### src/hdl/pfsr_pkg.sv
// constants and types for the pin function select and read-back block
package pfsr_pkg;
	// ***************************************
	// sizes
	// ***************************************
	localparam int NPIN = 24;
	localparam int NPA  = 8;
	localparam int NSEL = 7;
	localparam int NPRT = 4;
	// ***************************************
	// register word indices (byte address = 4 * index)
	// ***************************************
	localparam logic [4:0] IDX_SEL0    = 5'h00;
	localparam logic [4:0] IDX_UNLOCK  = 5'h07;
	localparam logic [4:0] IDX_STATUS  = 5'h08;
	localparam logic [4:0] IDX_DATA0   = 5'h09;
	localparam logic [4:0] IDX_DIR0    = 5'h0D;
	localparam logic [4:0] IDX_BITOP   = 5'h11;
	localparam logic [4:0] IDX_WAKEEN  = 5'h12;
	localparam logic [4:0] IDX_PA      = 5'h13;
	// ***************************************
	// field layouts and values
	// ***************************************
	localparam logic [7:0] SEL_MASK_D  = 8'h3F;
	localparam logic [7:0] SEL_MASK_G1 = 8'h03;
	localparam logic [7:0] SEL_MASK    = 8'hFF;
	localparam logic [7:0] SEL_RST     = 8'h00;
	localparam logic [7:0] UNLOCK_RST  = 8'h00;
	localparam logic [7:0] UNLOCK_KEY  = 8'hCA;
	localparam logic [7:0] PORT_RST    = 8'hFF;
	localparam logic [7:0] WAKE_RST    = 8'h00;
	localparam logic [7:0] MASK_D      = 8'h70;
	localparam logic [7:0] MASK_E      = 8'hFF;
	localparam logic [7:0] MASK_F      = 8'hFF;
	localparam logic [7:0] MASK_G      = 8'h1F;
	localparam int BOP_VAL  = 0;
	localparam int BOP_BITL = 1;
	localparam int BOP_PRTL = 4;
	localparam int BOP_DIR  = 6;
	// pin positions in the flat pin vector
	localparam int PIN_D4 = 0;
	localparam int PIN_D5 = 1;
	localparam int PIN_D6 = 2;
	localparam int PIN_G0 = 19;
	localparam int PIN_G2 = 21;
	localparam int PIN_G3 = 22;
	localparam int PIN_G4 = 23;
	// selection codes, bus responses and the zero read word
	localparam logic [1:0] CODE_00 = 2'h0;
	localparam logic [1:0] CODE_01 = 2'h1;
	localparam logic [1:0] CODE_10 = 2'h2;
	localparam logic [1:0] CODE_11 = 2'h3;
	localparam logic [1:0] RESP_OKAY   = 2'h0;
	localparam logic [1:0] RESP_SLVERR = 2'h2;
	localparam logic [31:0] RD_ZERO    = 32'h0000_0000;
	// ***************************************
	// pin function classes
	// ***************************************
	typedef enum logic [1:0] {
		CLS_GPIO   = 2'h0,
		CLS_DOUT   = 2'h1,
		CLS_SERIAL = 2'h3,
		CLS_ANALOG = 2'h2
	} pfsr_cls_t;
endpackage

### src/hdl/pfsr_top.sv
// pin function multiplexer with read-back unlock, ports D upper, E, F, G
//
// Implementation choices: the register addresses and the AXI4-Lite interface to the registers.
`timescale 1ns/1ps
`default_nettype none
module pfsr_top (
	// clock and reset
	input  wire logic        CLK,
	input  wire logic        RESET,
	// axi4-lite write
	input  wire logic        AWVALID,
	output logic             AWREADY,
	input  wire logic [31:0] AWADDR,
	input  wire logic        WVALID,
	output logic             WREADY,
	input  wire logic [31:0] WDATA,
	input  wire logic [3:0]  WSTRB,
	output logic             BVALID,
	input  wire logic        BREADY,
	output logic [1:0]       BRESP,
	// axi4-lite read
	input  wire logic        ARVALID,
	output logic             ARREADY,
	input  wire logic [31:0] ARADDR,
	output logic             RVALID,
	input  wire logic        RREADY,
	output logic [31:0]      RDATA,
	output logic [1:0]       RRESP,
	// shared pins: d4-d6, e0-e7, f0-f7, g0-g4
	input  wire logic [23:0] PIN_IN,
	output logic      [23:0] PIN_OUT,
	output logic      [23:0] PIN_OE,
	output logic      [23:0] ANALOG_EN,
	// peripheral sources
	input  wire logic        SDO_OUT,
	input  wire logic        SDA_OUT,
	input  wire logic        SDA_OE,
	input  wire logic        UART_ZERO_TX_OUT,
	input  wire logic        UART_ZERO_TX_OE,
	input  wire logic        PERIODIC_TIMER0_INVERTED_OUT,
	input  wire logic        AUDIO_TIMER_OUTPUT_FIRST_PWM,
	input  wire logic        AUDIO_TIMER_INVERTED_SECOND_PWM,
	// peripheral inputs from pins
	output logic             EXTERNAL_INTERRUPT_FOUR,
	output logic             SDI_IN,
	output logic             UART_ZERO_RX_IN,
	// port a wake-up and status
	input  wire logic [7:0]  PORTA_IN,
	input  wire logic        SLEEP,
	output logic             WAKE,
	output logic             READBACK_ENABLED_FLAG
);
	// ***************************************
	// storage
	// ***************************************
	logic [7:0]  sel_r [pfsr_pkg::NSEL];
	logic [7:0]  sel_nxt [pfsr_pkg::NSEL];
	logic [7:0]  data_r [pfsr_pkg::NPRT];
	logic [7:0]  dir_r [pfsr_pkg::NPRT];
	logic [7:0]  port_rd [pfsr_pkg::NPRT];
	logic [7:0]  readback_unlock_byte_r;
	logic [7:0]  unlock_nxt;
	logic [7:0]  wake_en_r;
	logic        rb_en_r;
	logic [23:0] pin_s1_r;
	logic [23:0] pin_s2_r;
	logic [7:0]  pa_s1_r;
	logic [7:0]  pa_s2_r;
	logic [7:0]  pa_prev_r;
	logic        aw_held_r;
	logic        w_held_r;
	logic [4:0]  aw_idx_r;
	logic [31:0] wdata_r;
	logic        wstrb0_r;
	logic        wr_fire;
	logic        wr_ok;
	logic        wr_map;
	logic [47:0] selv;
	logic [47:0] selv_nxt;
	logic [23:0] flat_data;
	logic [23:0] flat_dir;
	logic [23:0] rd_flat;
	logic [23:0] per_out;
	logic [23:0] per_oe;
	logic [23:0] out_nxt;
	logic [23:0] oe_nxt;
	logic [23:0] ana_nxt;
	logic [7:0]  rd_mux;
	logic        rd_map;
	logic [4:0]  ar_idx;
	logic [1:0]  bop_prt;
	logic [2:0]  bop_bit;
	logic [7:0]  bop_new;
	logic [7:0]  prt_mask [pfsr_pkg::NPRT];

	assign prt_mask[0] = pfsr_pkg::MASK_D;
	assign prt_mask[1] = pfsr_pkg::MASK_E;
	assign prt_mask[2] = pfsr_pkg::MASK_F;
	assign prt_mask[3] = pfsr_pkg::MASK_G;

	// ***************************************
	// function class of a pin for a code
	// ***************************************
	function automatic pfsr_pkg::pfsr_cls_t pin_cls(input int p,
		input logic [1:0] c);
		pfsr_pkg::pfsr_cls_t k;
		k = pfsr_pkg::CLS_GPIO;
		if (p == pfsr_pkg::PIN_D4) begin
			case (c)
				pfsr_pkg::CODE_01: k = pfsr_pkg::CLS_DOUT;
				pfsr_pkg::CODE_10: k = pfsr_pkg::CLS_SERIAL;
				pfsr_pkg::CODE_11: k = pfsr_pkg::CLS_ANALOG;
				default: k = pfsr_pkg::CLS_GPIO;
			endcase
		end else if (p == pfsr_pkg::PIN_D5) begin
			case (c)
				pfsr_pkg::CODE_01: k = pfsr_pkg::CLS_SERIAL;
				pfsr_pkg::CODE_10: k = pfsr_pkg::CLS_SERIAL;
				pfsr_pkg::CODE_11: k = pfsr_pkg::CLS_ANALOG;
				default: k = pfsr_pkg::CLS_GPIO;
			endcase
		end else if (p == pfsr_pkg::PIN_D6) begin
			case (c)
				pfsr_pkg::CODE_01: k = pfsr_pkg::CLS_DOUT;
				pfsr_pkg::CODE_11: k = pfsr_pkg::CLS_ANALOG;
				default: k = pfsr_pkg::CLS_GPIO;
			endcase
		end else if (p == pfsr_pkg::PIN_G3 || p == pfsr_pkg::PIN_G4) begin
			if (c == pfsr_pkg::CODE_01)
				k = pfsr_pkg::CLS_DOUT;
		end else if (c == pfsr_pkg::CODE_11) begin
			k = pfsr_pkg::CLS_ANALOG;
		end
		return k;
	endfunction

	// ***************************************
	// pin synchronisers and port a edge
	// ***************************************
	always_ff @(posedge CLK or posedge RESET) begin
		if (RESET) begin
			pin_s1_r  <= 24'h00_0000;
			pin_s2_r  <= 24'h00_0000;
			pa_s1_r   <= 8'hFF;
			pa_s2_r   <= 8'hFF;
			pa_prev_r <= 8'hFF;
		end else begin
			pin_s1_r  <= PIN_IN;
			pin_s2_r  <= pin_s1_r;
			pa_s1_r   <= PORTA_IN;
			pa_s2_r   <= pa_s1_r;
			pa_prev_r <= pa_s2_r;
		end
	end

	always_ff @(posedge CLK or posedge RESET) begin
		if (RESET)
			WAKE <= 1'b0;
		else
			WAKE <= SLEEP & |(wake_en_r & pa_prev_r & ~pa_s2_r);
	end

	// ***************************************
	// axi4-lite write channel
	// ***************************************
	assign wr_fire = aw_held_r & w_held_r & ~BVALID;
	assign wr_map  = aw_idx_r <= pfsr_pkg::IDX_PA;
	assign wr_ok   = wr_fire & wr_map & wstrb0_r;

	always_ff @(posedge CLK or posedge RESET) begin
		if (RESET) begin
			aw_held_r <= 1'b0;
			w_held_r  <= 1'b0;
			aw_idx_r  <= 5'h00;
			wdata_r   <= 32'h0000_0000;
			wstrb0_r  <= 1'b0;
			AWREADY   <= 1'b0;
			WREADY    <= 1'b0;
			BVALID    <= 1'b0;
			BRESP     <= pfsr_pkg::RESP_OKAY;
		end else begin
			AWREADY <= ~aw_held_r & ~(AWVALID & AWREADY) & ~BVALID;
			WREADY  <= ~w_held_r & ~(WVALID & WREADY) & ~BVALID;
			if (AWVALID & AWREADY) begin
				aw_held_r <= 1'b1;
				aw_idx_r  <= AWADDR[6:2];
				if (AWADDR[31:7] != 25'h000_0000)
					aw_idx_r <= 5'h1F;
			end
			if (WVALID & WREADY) begin
				w_held_r <= 1'b1;
				wdata_r  <= WDATA;
				wstrb0_r <= WSTRB[0];
			end
			if (wr_fire) begin
				aw_held_r <= 1'b0;
				w_held_r  <= 1'b0;
				BVALID    <= 1'b1;
				BRESP     <= wr_map ? pfsr_pkg::RESP_OKAY
				                    : pfsr_pkg::RESP_SLVERR;
			end else if (BVALID & BREADY) begin
				BVALID <= 1'b0;
			end
		end
	end

	// ***************************************
	// selection, unlock and wake enable registers
	// ***************************************
	always_comb begin
		for (int i = 0; i < pfsr_pkg::NSEL; i++) begin
			sel_nxt[i] = sel_r[i];
			if (wr_ok && aw_idx_r == pfsr_pkg::IDX_SEL0 + 5'(i))
				sel_nxt[i] = wdata_r[7:0];
		end
		sel_nxt[0] = sel_nxt[0] & pfsr_pkg::SEL_MASK_D;
		sel_nxt[6] = sel_nxt[6] & pfsr_pkg::SEL_MASK_G1;
		unlock_nxt = readback_unlock_byte_r;
		if (wr_ok && aw_idx_r == pfsr_pkg::IDX_UNLOCK)
			unlock_nxt = wdata_r[7:0];
	end

	always_ff @(posedge CLK or posedge RESET) begin
		if (RESET) begin
			for (int i = 0; i < pfsr_pkg::NSEL; i++)
				sel_r[i] <= pfsr_pkg::SEL_RST;
			readback_unlock_byte_r <= pfsr_pkg::UNLOCK_RST;
			rb_en_r                <= 1'b0;
			READBACK_ENABLED_FLAG  <= 1'b0;
			wake_en_r              <= pfsr_pkg::WAKE_RST;
		end else begin
			for (int i = 0; i < pfsr_pkg::NSEL; i++)
				sel_r[i] <= sel_nxt[i];
			readback_unlock_byte_r <= unlock_nxt;
			rb_en_r <= unlock_nxt == pfsr_pkg::UNLOCK_KEY;
			READBACK_ENABLED_FLAG <= unlock_nxt == pfsr_pkg::UNLOCK_KEY;
			if (wr_ok && aw_idx_r == pfsr_pkg::IDX_WAKEEN)
				wake_en_r <= wdata_r[7:0];
		end
	end

	assign selv = {sel_r[6][1:0], sel_r[5], sel_r[4], sel_r[3],
		sel_r[2], sel_r[1], sel_r[0][5:0]};
	assign selv_nxt = {sel_nxt[6][1:0], sel_nxt[5], sel_nxt[4],
		sel_nxt[3], sel_nxt[2], sel_nxt[1], sel_nxt[0][5:0]};
	assign flat_data = {data_r[3][4:0], data_r[2], data_r[1],
		data_r[0][6:4]};
	assign flat_dir = {dir_r[3][4:0], dir_r[2], dir_r[1], dir_r[0][6:4]};

	// ***************************************
	// port read value
	// ***************************************
	always_comb begin
		for (int p = 0; p < pfsr_pkg::NPIN; p++) begin
			if (rb_en_r) begin
				rd_flat[p] = pin_s2_r[p];
			end else begin
				case (pin_cls(p, selv[2*p +: 2]))
					pfsr_pkg::CLS_GPIO:   rd_flat[p] = pin_s2_r[p];
					pfsr_pkg::CLS_DOUT:   rd_flat[p] = ~flat_dir[p] & flat_data[p];
					pfsr_pkg::CLS_SERIAL: rd_flat[p] = flat_dir[p] ? pin_s2_r[p]
					                                              : flat_data[p];
					default:              rd_flat[p] = 1'b0;
				endcase
			end
		end
		port_rd[0] = {1'b0, rd_flat[2:0], 4'h0};
		port_rd[1] = rd_flat[10:3];
		port_rd[2] = rd_flat[18:11];
		port_rd[3] = {3'h0, rd_flat[23:19]};
	end

	// ***************************************
	// data and direction registers, bit operations
	// ***************************************
	assign bop_prt = wdata_r[pfsr_pkg::BOP_PRTL +: 2];
	assign bop_bit = wdata_r[pfsr_pkg::BOP_BITL +: 3];

	always_comb begin
		bop_new = (port_rd[bop_prt] & prt_mask[bop_prt])
			| (data_r[bop_prt] & ~prt_mask[bop_prt]);
		bop_new[bop_bit] = wdata_r[pfsr_pkg::BOP_VAL];
	end

	always_ff @(posedge CLK or posedge RESET) begin
		if (RESET) begin
			for (int i = 0; i < pfsr_pkg::NPRT; i++) begin
				data_r[i] <= pfsr_pkg::PORT_RST;
				dir_r[i]  <= pfsr_pkg::PORT_RST;
			end
		end else if (wr_ok) begin
			for (int i = 0; i < pfsr_pkg::NPRT; i++) begin
				if (aw_idx_r == pfsr_pkg::IDX_DATA0 + 5'(i))
					data_r[i] <= wdata_r[7:0];
				if (aw_idx_r == pfsr_pkg::IDX_DIR0 + 5'(i))
					dir_r[i] <= wdata_r[7:0];
			end
			if (aw_idx_r == pfsr_pkg::IDX_BITOP) begin
				if (wdata_r[pfsr_pkg::BOP_DIR])
					dir_r[bop_prt][bop_bit] <= wdata_r[pfsr_pkg::BOP_VAL];
				else
					data_r[bop_prt] <= bop_new;
			end
		end
	end

	// ***************************************
	// pin routing
	// ***************************************
	always_comb begin
		per_out = 24'h00_0000;
		per_oe  = 24'h00_0000;
		per_out[pfsr_pkg::PIN_D4] = (selv_nxt[1:0] == pfsr_pkg::CODE_01)
			? SDO_OUT : UART_ZERO_TX_OUT;
		per_oe[pfsr_pkg::PIN_D4]  = 1'b1;
		per_out[pfsr_pkg::PIN_D5] = (selv_nxt[3:2] == pfsr_pkg::CODE_01)
			? SDA_OUT : UART_ZERO_TX_OUT;
		per_oe[pfsr_pkg::PIN_D5]  = (selv_nxt[3:2] == pfsr_pkg::CODE_01)
			? SDA_OE : UART_ZERO_TX_OE;
		per_out[pfsr_pkg::PIN_D6] = PERIODIC_TIMER0_INVERTED_OUT;
		per_out[pfsr_pkg::PIN_G3] = AUDIO_TIMER_OUTPUT_FIRST_PWM;
		per_out[pfsr_pkg::PIN_G4] = AUDIO_TIMER_INVERTED_SECOND_PWM;
		for (int p = 0; p < pfsr_pkg::NPIN; p++) begin
			ana_nxt[p] = 1'b0;
			case (pin_cls(p, selv_nxt[2*p +: 2]))
				pfsr_pkg::CLS_GPIO: begin
					out_nxt[p] = flat_data[p];
					oe_nxt[p]  = ~flat_dir[p];
				end
				pfsr_pkg::CLS_DOUT: begin
					out_nxt[p] = per_out[p];
					oe_nxt[p]  = 1'b1;
				end
				pfsr_pkg::CLS_SERIAL: begin
					out_nxt[p] = per_out[p];
					oe_nxt[p]  = per_oe[p];
				end
				default: begin
					out_nxt[p] = 1'b0;
					oe_nxt[p]  = 1'b0;
					ana_nxt[p] = 1'b1;
				end
			endcase
		end
	end

	always_ff @(posedge CLK or posedge RESET) begin
		if (RESET) begin
			PIN_OUT   <= 24'h00_0000;
			PIN_OE    <= 24'h00_0000;
			ANALOG_EN <= 24'h00_0000;
			EXTERNAL_INTERRUPT_FOUR <= 1'b0;
			SDI_IN          <= 1'b1;
			UART_ZERO_RX_IN <= 1'b1;
		end else begin
			PIN_OUT   <= out_nxt;
			PIN_OE    <= oe_nxt;
			ANALOG_EN <= ana_nxt;
			EXTERNAL_INTERRUPT_FOUR <= (pin_cls(pfsr_pkg::PIN_D6,
				selv[5:4]) == pfsr_pkg::CLS_GPIO) & pin_s2_r[pfsr_pkg::PIN_D6];
			SDI_IN <= (selv[3:2] == pfsr_pkg::CODE_01)
				? pin_s2_r[pfsr_pkg::PIN_D5] : 1'b1;
			UART_ZERO_RX_IN <= (selv[3:2] == pfsr_pkg::CODE_10)
				? pin_s2_r[pfsr_pkg::PIN_D5] : 1'b1;
		end
	end

	// ***************************************
	// axi4-lite read channel
	// ***************************************
	assign ar_idx = ARADDR[6:2];

	always_comb begin
		rd_mux = 8'h00;
		rd_map = ARADDR[31:7] == 25'h000_0000;
		if (ar_idx < pfsr_pkg::IDX_UNLOCK)
			rd_mux = sel_r[3'(ar_idx)];
		else if (ar_idx == pfsr_pkg::IDX_UNLOCK)
			rd_mux = readback_unlock_byte_r;
		else if (ar_idx == pfsr_pkg::IDX_STATUS)
			rd_mux = {7'h00, rb_en_r};
		else if (ar_idx < pfsr_pkg::IDX_DIR0)
			rd_mux = port_rd[2'(ar_idx - pfsr_pkg::IDX_DATA0)];
		else if (ar_idx < pfsr_pkg::IDX_BITOP)
			rd_mux = dir_r[2'(ar_idx - pfsr_pkg::IDX_DIR0)];
		else if (ar_idx == pfsr_pkg::IDX_WAKEEN)
			rd_mux = wake_en_r;
		else if (ar_idx == pfsr_pkg::IDX_PA)
			rd_mux = pa_s2_r;
		else if (ar_idx != pfsr_pkg::IDX_BITOP)
			rd_map = 1'b0;
	end

	always_ff @(posedge CLK or posedge RESET) begin
		if (RESET) begin
			ARREADY <= 1'b0;
			RVALID  <= 1'b0;
			RDATA   <= pfsr_pkg::RD_ZERO;
			RRESP   <= pfsr_pkg::RESP_OKAY;
		end else begin
			ARREADY <= ~RVALID & ~(ARVALID & ARREADY);
			if (ARVALID & ARREADY) begin
				RVALID <= 1'b1;
				RDATA  <= rd_map ? {24'h00_0000, rd_mux} : pfsr_pkg::RD_ZERO;
				RRESP  <= rd_map ? pfsr_pkg::RESP_OKAY : pfsr_pkg::RESP_SLVERR;
			end else if (RVALID & RREADY) begin
				RVALID <= 1'b0;
			end
		end
	end
endmodule // pfsr_top
`default_nettype wire

### config.mk
export PLATFORM = sky130hd
export DESIGN_NAME = pfsr_top
export DESIGN_NICKNAME = d
export VERILOG_FILES = /design/src/hdl/pfsr_pkg.sv /design/src/hdl/pfsr_top.sv
export SDC_FILE = /design/constraint.sdc
export NUM_CORES = 1
export LEC_CHECK = 0
export BUFFER_PORTS_ARGS = -buffer_cell sky130_fd_sc_hd__clkbuf_2
export CAP_MARGIN = 20
export CORE_UTILIZATION = 45
export CTS_CLUSTER_DIAMETER = 80
export DETAILED_ROUTE_END_ITERATION = 7
export PLACE_DENSITY_LB_ADDON = 0.15
export SLEW_MARGIN = 20
export SYNTH_ARGS = -nofsm -noshare
export SYNTH_HDL_FRONTEND = slang
export SYNTH_SLANG_ARGS = --single-unit
export TNS_END_PERCENT = 20
### constraint.sdc
create_clock -name CLK -period 11.6 [get_ports CLK]
set_clock_uncertainty 0.15 [all_clocks]
set_input_delay 2.32 -clock CLK [delete_from_list [all_inputs] [get_ports CLK]]
set_output_delay 2.32 -clock CLK [all_outputs]
set_load 0.01 [all_outputs]
==> impl_metrics.toml, run 1 <==
[power_and_ir_drop]
p_seq_frac = 0.397
p_clk_frac = 0.401
p_switching_w = 0.000941
power_w = 0.00296
leakage_nw = 7.29
combPwrFrac = 0.201
irDropWorstVdd_uv = 118
power.share.switching = 0.318
p_int_w = 0.00201
p_per_area_nw_per_um2 = 174

[placed_design]
finalWeightedCongestion = 0.935
portBuffers = 206
pre_cts_ws_ns = 6.21
dp_hpwl_um = 30900
placed_cell_area_um2 = 15700

[setup_path]
worst_ep_required_time_ns = 11.87
crit_path_cell_trace = "clkbuf_2 > buf_4 > inv_1 > ha_1 > buf_4 > mux4_2 > inv_1 > a221oi_1 > a221o_1 > a32o_1"
cp-end-kind = "register"
crit_fanout = 43
crit_family = "buffers and inverters"
slowest_stage = "buf_4"
start_kind = "primary input"
r2r_cells = 5
cp_slowest_stage_delay_ns = 0.52
path_buf_inv = 5
worst-r2r-setup-slack_ns = 8.27
crit_type = "primary input to register"
cp.depth = 10
arrival_ns = 5.16

[finish]
drive_above_1_share = 0.321
nFillCells = 2763
num_antenna_cells = 0
design_area_um2 = 17000
area_growth_syn_to_layout_pct = 17.5
final_nets = 1662

[logic_synthesis]
yosysWarnings = 0
yosysMostFrequentCell = "dfrtp_1"
synth_cell_types = 77
netlist_instances = 1314
synth-edff-count = 0
synth_area_um2 = 14500
synth.ff_latch_count = 306
synthTopCellsByCount = "dfrtp_1, nand2_1, a21oi_1"
yosysTopAreaCell = "dfrtp_1"
synth_seq_area_share = 0.536
yosys_most_used_dff = "dfrtp_1"
synthTopCellsByArea = "dfrtp_1, dfstp_2, mux2_2"
async_reset_ff_frac = 1.00
synth.avg_cell_area_um2 = 11.0
synth_top_area_share = 0.373

[timing]
drv_slew = 0
finalHoldViolations = 0
max_freq_mhz = 204
setup_ws_ns = 6.70
tightest_slew_ns = 1.20
grt_setup_unrepaired = "no"
timing.final.crit_share = 0.422
max_slew_margin = 0.195
setup_viol = 0
setup_tns_ns = 0
fin_crit_ns = 4.90

[drt]
totalWireLength_um = 44400
vias_per_cell = 5.96
vias = 11500
drt-wirelength-per-cell_um = 23.1
drc_errors = 0
dr.pass1.iters = 5
first_iter_violations = 1000
ant_nets = 0

[job]
drv_cap = 0

[global_route]
grt-ovfl-total = 0
antenna_found_initial = 0
track_usage = 0.274
grt_max_degree = 190
grt_pass1_vias = 11100
grt_pass1_wl_um = 68600

[run_status]
outcome = "finished, final reports clean"

[clock_network]
cts-root-buf = "clkbuf_16"
cts-htree-levels = 2
path_clk_slew_ns = 0.06
post_cts_resize_count = 0
clk_latency_ns = 0.53
cts_setup_buffers = 0
ctsHoldBuffers = 0
clock_path_buffers = 3
clkSinkCount = 306
cts_buffers = 35
tritoncts = "built"

[floorplan]
std_cell_rows = 65
initial_core_util = 0.458
dieArea_um2 = 32900
io-pin-count = 266
die_height_um = 181
die_x_um = 181
core_area_um2 = 31600

[min_path]
hold_depth = 0
hp-class = "register to register"
## worst register-to-register path: stages, from the launching register on
cell	delay, ns
dfrtp_1	0.87
nor2b_1	0.45
nand3_1	0.47
a21oi_1	0.88
o32ai_1	0.21
a21oi_1	0.21
## layer usage
layer	up-vias	global-route usage	share of wire
met5	-	0	0
met4	0	0.103	0.035
li1	5103	-	-
met1	5640	0.397	0.43
met3	99	0.0527	0.091
met2	611	0.409	0.45
## state kept, by name, indices dropped and copies added (netlist names), 22 cells and up
signal     cells
PIN_OUT       24
PIN_OE        24
data_r        32
ANALOG_EN     22
sel_r         48
dir_r         32
pin_s2_r      24
pin_s1_r      24
## metrics by stage
stage          hold slack (ns)  cells   util
2_1_floorplan            0.181   1341      -
3_3_place_gp             0.185   1858  0.497
3_5_place_dp             0.185   1858  0.497
4_1_cts                  0.199   1922  0.537
5_1_grt                  0.206   1923  0.538
6_report                 0.197   1923  0.538
## power by group through the flow
stage	clock network (W)	registers (W)	logic [W]
finish	0.00119	0.00117	0.000595
global route	0.00125	0.00118	0.000631
CTS	0.00120	0.00117	0.000583
detailed placement	0	0.00119	0.000579
global placement	0	0.00119	0.000576
floorplan	0	0.00117	0.000364
## final cells by class
| class | instances | area (um^2) | share of cell area |
|---|---|---|---|
| Inverter | 54 | 210 | 0.0123 |
| Multi-Input combinational cell | 871 | 6070 | 0.357 |
| Timing Repair Buffer | 226 | 1210 | 0.0713 |
| Tap cell | 402 | 503 | 0.0296 |
| Sequential cell | 306 | 7770 | 0.456 |
| Clock buffer | 46 | 998 | 0.0587 |
| Clock inverter | 18 | 251 | 0.0148 |
## final timing paths
check,to,startpoint
max in group asynchronous,pin_s2_r[1],RESET
min in group asynchronous,WREADY,RESET
max,RDATA[1],ARADDR[2]
min,pin_s2_r[8],pin_s1_r[8]
max reg2reg,data_r[13],aw_idx_r[3]
min reg2reg,pin_s2_r[8],pin_s1_r[8]
## cells in the final DEF, fill, tap and decap left out, drive strengths merged, types with 7 or more instances in the layout
cell	synthesis	final
mux2i	22	22
nor2	89	89
o211ai	21	21
nor3b	12	12
nor3	9	9
nand3b	19	19
a21oi	106	106
nor2b	14	14
o22a	25	25
inv	54	58
nand2b	12	12
and2	11	11
nand2	118	118
o22ai	17	17
o32ai	22	22
o21ai	62	62
nor4bb	7	7
a221oi	8	8
mux4	20	20
mux2	66	66
buf	55	20
a2bb2oi	14	14
dfrtp	216	216
clkbuf	55	252
ha	20	20
a32oi	9	9
nor4	16	16
conb	1	28
dfstp	90	90
nand3	35	35
## kinds of logic (layout without fill, tap and decap cells)
family / count (synthesis) / in the layout / share of synthesized area
AOI/OAI and AO/OA: 347 / 347 / 0.162
xor gates and xnor gates: 1 / 1 / 0.000605
adders and majority gates: 20 / 20 / 0.0173
buffers and inverters: 164 / 344 / 0.0525
DFF: 306 / 306 / 0.536
muxes: 108 / 108 / 0.0976
other: 1 / 28 / 0.000259
and+or+nand+nor: 367 / 367 / 0.133
Note: power is estimated with default switching activity, not from simulation.
==> run 2: changes to the inputs <==
==> constraint.sdc (replaced) <==
create_clock -name CLK -period 4 [get_ports CLK]
set_clock_uncertainty 0.15 [all_clocks]
set_input_delay 0.8 -clock CLK [delete_from_list [all_inputs] [get_ports CLK]]
set_output_delay 0.8 -clock CLK [all_outputs]
set_load 0.01 [all_outputs]
==> impl_metrics.toml, run 2 (synthesis results as in run 1) <==
[setup_path]
crit_start = "wdata_r[4]"
crit_end = "data_r[2]"
r2r_cells = 9
cp_slowest_stage_delay_ns = 0.63
crit_path_cell_trace = "inv_1 > buf_4 > ha_1 > inv_1 > o211ai_1 > a21oi_1 > a2111oi_0 > buf_4 > a21oi_1"
crit_fanout = 12
arrival_ns = 3.29
start_kind = "register"
worst_ep_required_time_ns = 4.27
slowest_stage = "a2111oi_0"
reg2reg_to = "data_r[2]"
crit_type = "register to register"
regToRegStartpoint = "wdata_r[4]"
cp-end-kind = "register"
worst-r2r-setup-slack_ns = 0.98

[placed_design]
dp_hpwl_um = 32800
finalWeightedCongestion = 0.925
portBuffers = 206
dp_cells = 1891
placed_cell_area_um2 = 16100

[power_and_ir_drop]
p_seq_frac = 0.417
p_switching_w = 0.00271
p_per_area_nw_per_um2 = 493
power_w = 0.00850
p_int_w = 0.00579
combPwrFrac = 0.192
leakage_nw = 7.43
irDropWorstVdd_uv = 346
power.share.switching = 0.319
p_clk_frac = 0.392

[finish]
top_regs = "sel_r: 48 flops, data_r: 32 flops, dir_r: 32 flops"
drive_above_1_share = 0.335
finalNonFillerCells = 1953
area_growth_syn_to_layout_pct = 19.0
top_register = "sel_r"
nFillCells = 2805
seqCellArea_um2 = 7770
final_cell_mix = "dfrtp_1, clkbuf_2, nand2_1"
design_area_um2 = 17200
final_nets = 1694
final_common_cell = "dfrtp_1"
multiInputGateArea_um2 = 6070
utilization = 0.545
largest_reg_flops = 48
num_antenna_cells = 0

[clock_network]
ctsHoldBuffers = 0
path_clk_slew_ns = 0.06
tritoncts = "built"
cts-htree-levels = 2
cts_buffers = 35
cts-root-buf = "clkbuf_16"
clkSinkCount = 306
clock_path_buffers = 3
post_cts_resize_count = 0
cts_setup_buffers = 0
clk_latency_ns = 0.52

[timing]
tightest_slew_ns = 1.11
max_freq_mhz = 331
drv_slew = 0
finalHoldViolations = 0
fin_crit_ns = 3.02
max_slew_margin = 0.253
grt_setup_unrepaired = "no"
setup_viol = 0
setup_tns_ns = 0
timing.final.crit_share = 0.754

[floorplan]
die_height_um = 181
io-pin-count = 266
initial_core_util = 0.458
std_cell_rows = 65
dieArea_um2 = 32900
core_area_um2 = 31600
die_x_um = 181

[drt]
first_iter_violations = 990
totalWireLength_um = 45100
dr.pass1.iters = 6
ant_nets = 0
vias_per_cell = 5.95
drt-wirelength-per-cell_um = 23.1
drc_errors = 0
vias = 11600

[global_route]
grt_pass1_wl_um = 69400
grt_max_degree = 71
antenna_found_initial = 0
grt_pass1_vias = 11200
grt-ovfl-total = 0
track_usage = 0.278

[min_path]
hp-class = "register to register"
hold_depth = 0

[run_status]
outcome = "finished, final reports clean"

[job]
drv_cap = 0
## run 2: power by group through the flow
| stage | combinational (W) | sequential (W) | clock, W |
|---|---|---|---|
| 2_1_floorplan | 0.00105 | 0.00340 | 0 |
| 3_3_place_gp | 0.00158 | 0.00358 | 0 |
| 3_5_place_dp | 0.00159 | 0.00358 | 0 |
| 4_1_cts | 0.00160 | 0.00353 | 0.00338 |
| 5_1_grt | 0.00173 | 0.00355 | 0.00351 |
| 6_report | 0.00163 | 0.00354 | 0.00333 |
## run 2: worst max-delay path, delay by kind of cell (launching register included)
family,cells,cell delay [ns]
AO/OA/AOI/OAI,4,0.91
buffers and inverters,4,0.90
flip-flops,1,0.52
adder cells (fa/ha/maj),1,0.42
## run 2: per-layer routing
layer / up-vias / share of wire / global-route usage
met5: - / 0 / 0
met4: 0 / 0.037 / 0.103
met3: 91 / 0.078 / 0.0477
met2: 575 / 0.45 / 0.419
met1: 5785 / 0.44 / 0.403
li1: 5165 / - / -
## run 2: worst min-delay path by stage
stage / from / end
4_1_cts: PORTA_IN[2] / pa_s1_r[2]
6_report: pin_s1_r[16] / pin_s2_r[16]
3_5_place_dp: pin_s1_r[23] / pin_s2_r[23]
3_3_place_gp: pin_s1_r[14] / pin_s2_r[14]
2_1_floorplan: pin_s1_r[0] / pin_s2_r[0]
5_1_grt: PORTA_IN[2] / pa_s1_r[2]
## run 2: metrics by stage
stage / hold slack, ns / setup slack [ns]
finish: 0.198 / 0.983
global route: 0.189 / 0.851
CTS: 0.191 / 1.05
detailed placement: 0.185 / 0.815
global placement: 0.183 / 0.830
floorplan: 0.181 / -0.947
## run 2: cell type report
cell class	instances	share of cell area
flip-flops and latches	306	0.450
clock buffers	42	0.0540
well taps	402	0.0292
inverters	54	0.0120
repair buffers	258	0.0875
clock inverters	20	0.0151
multi-input cells	871	0.352
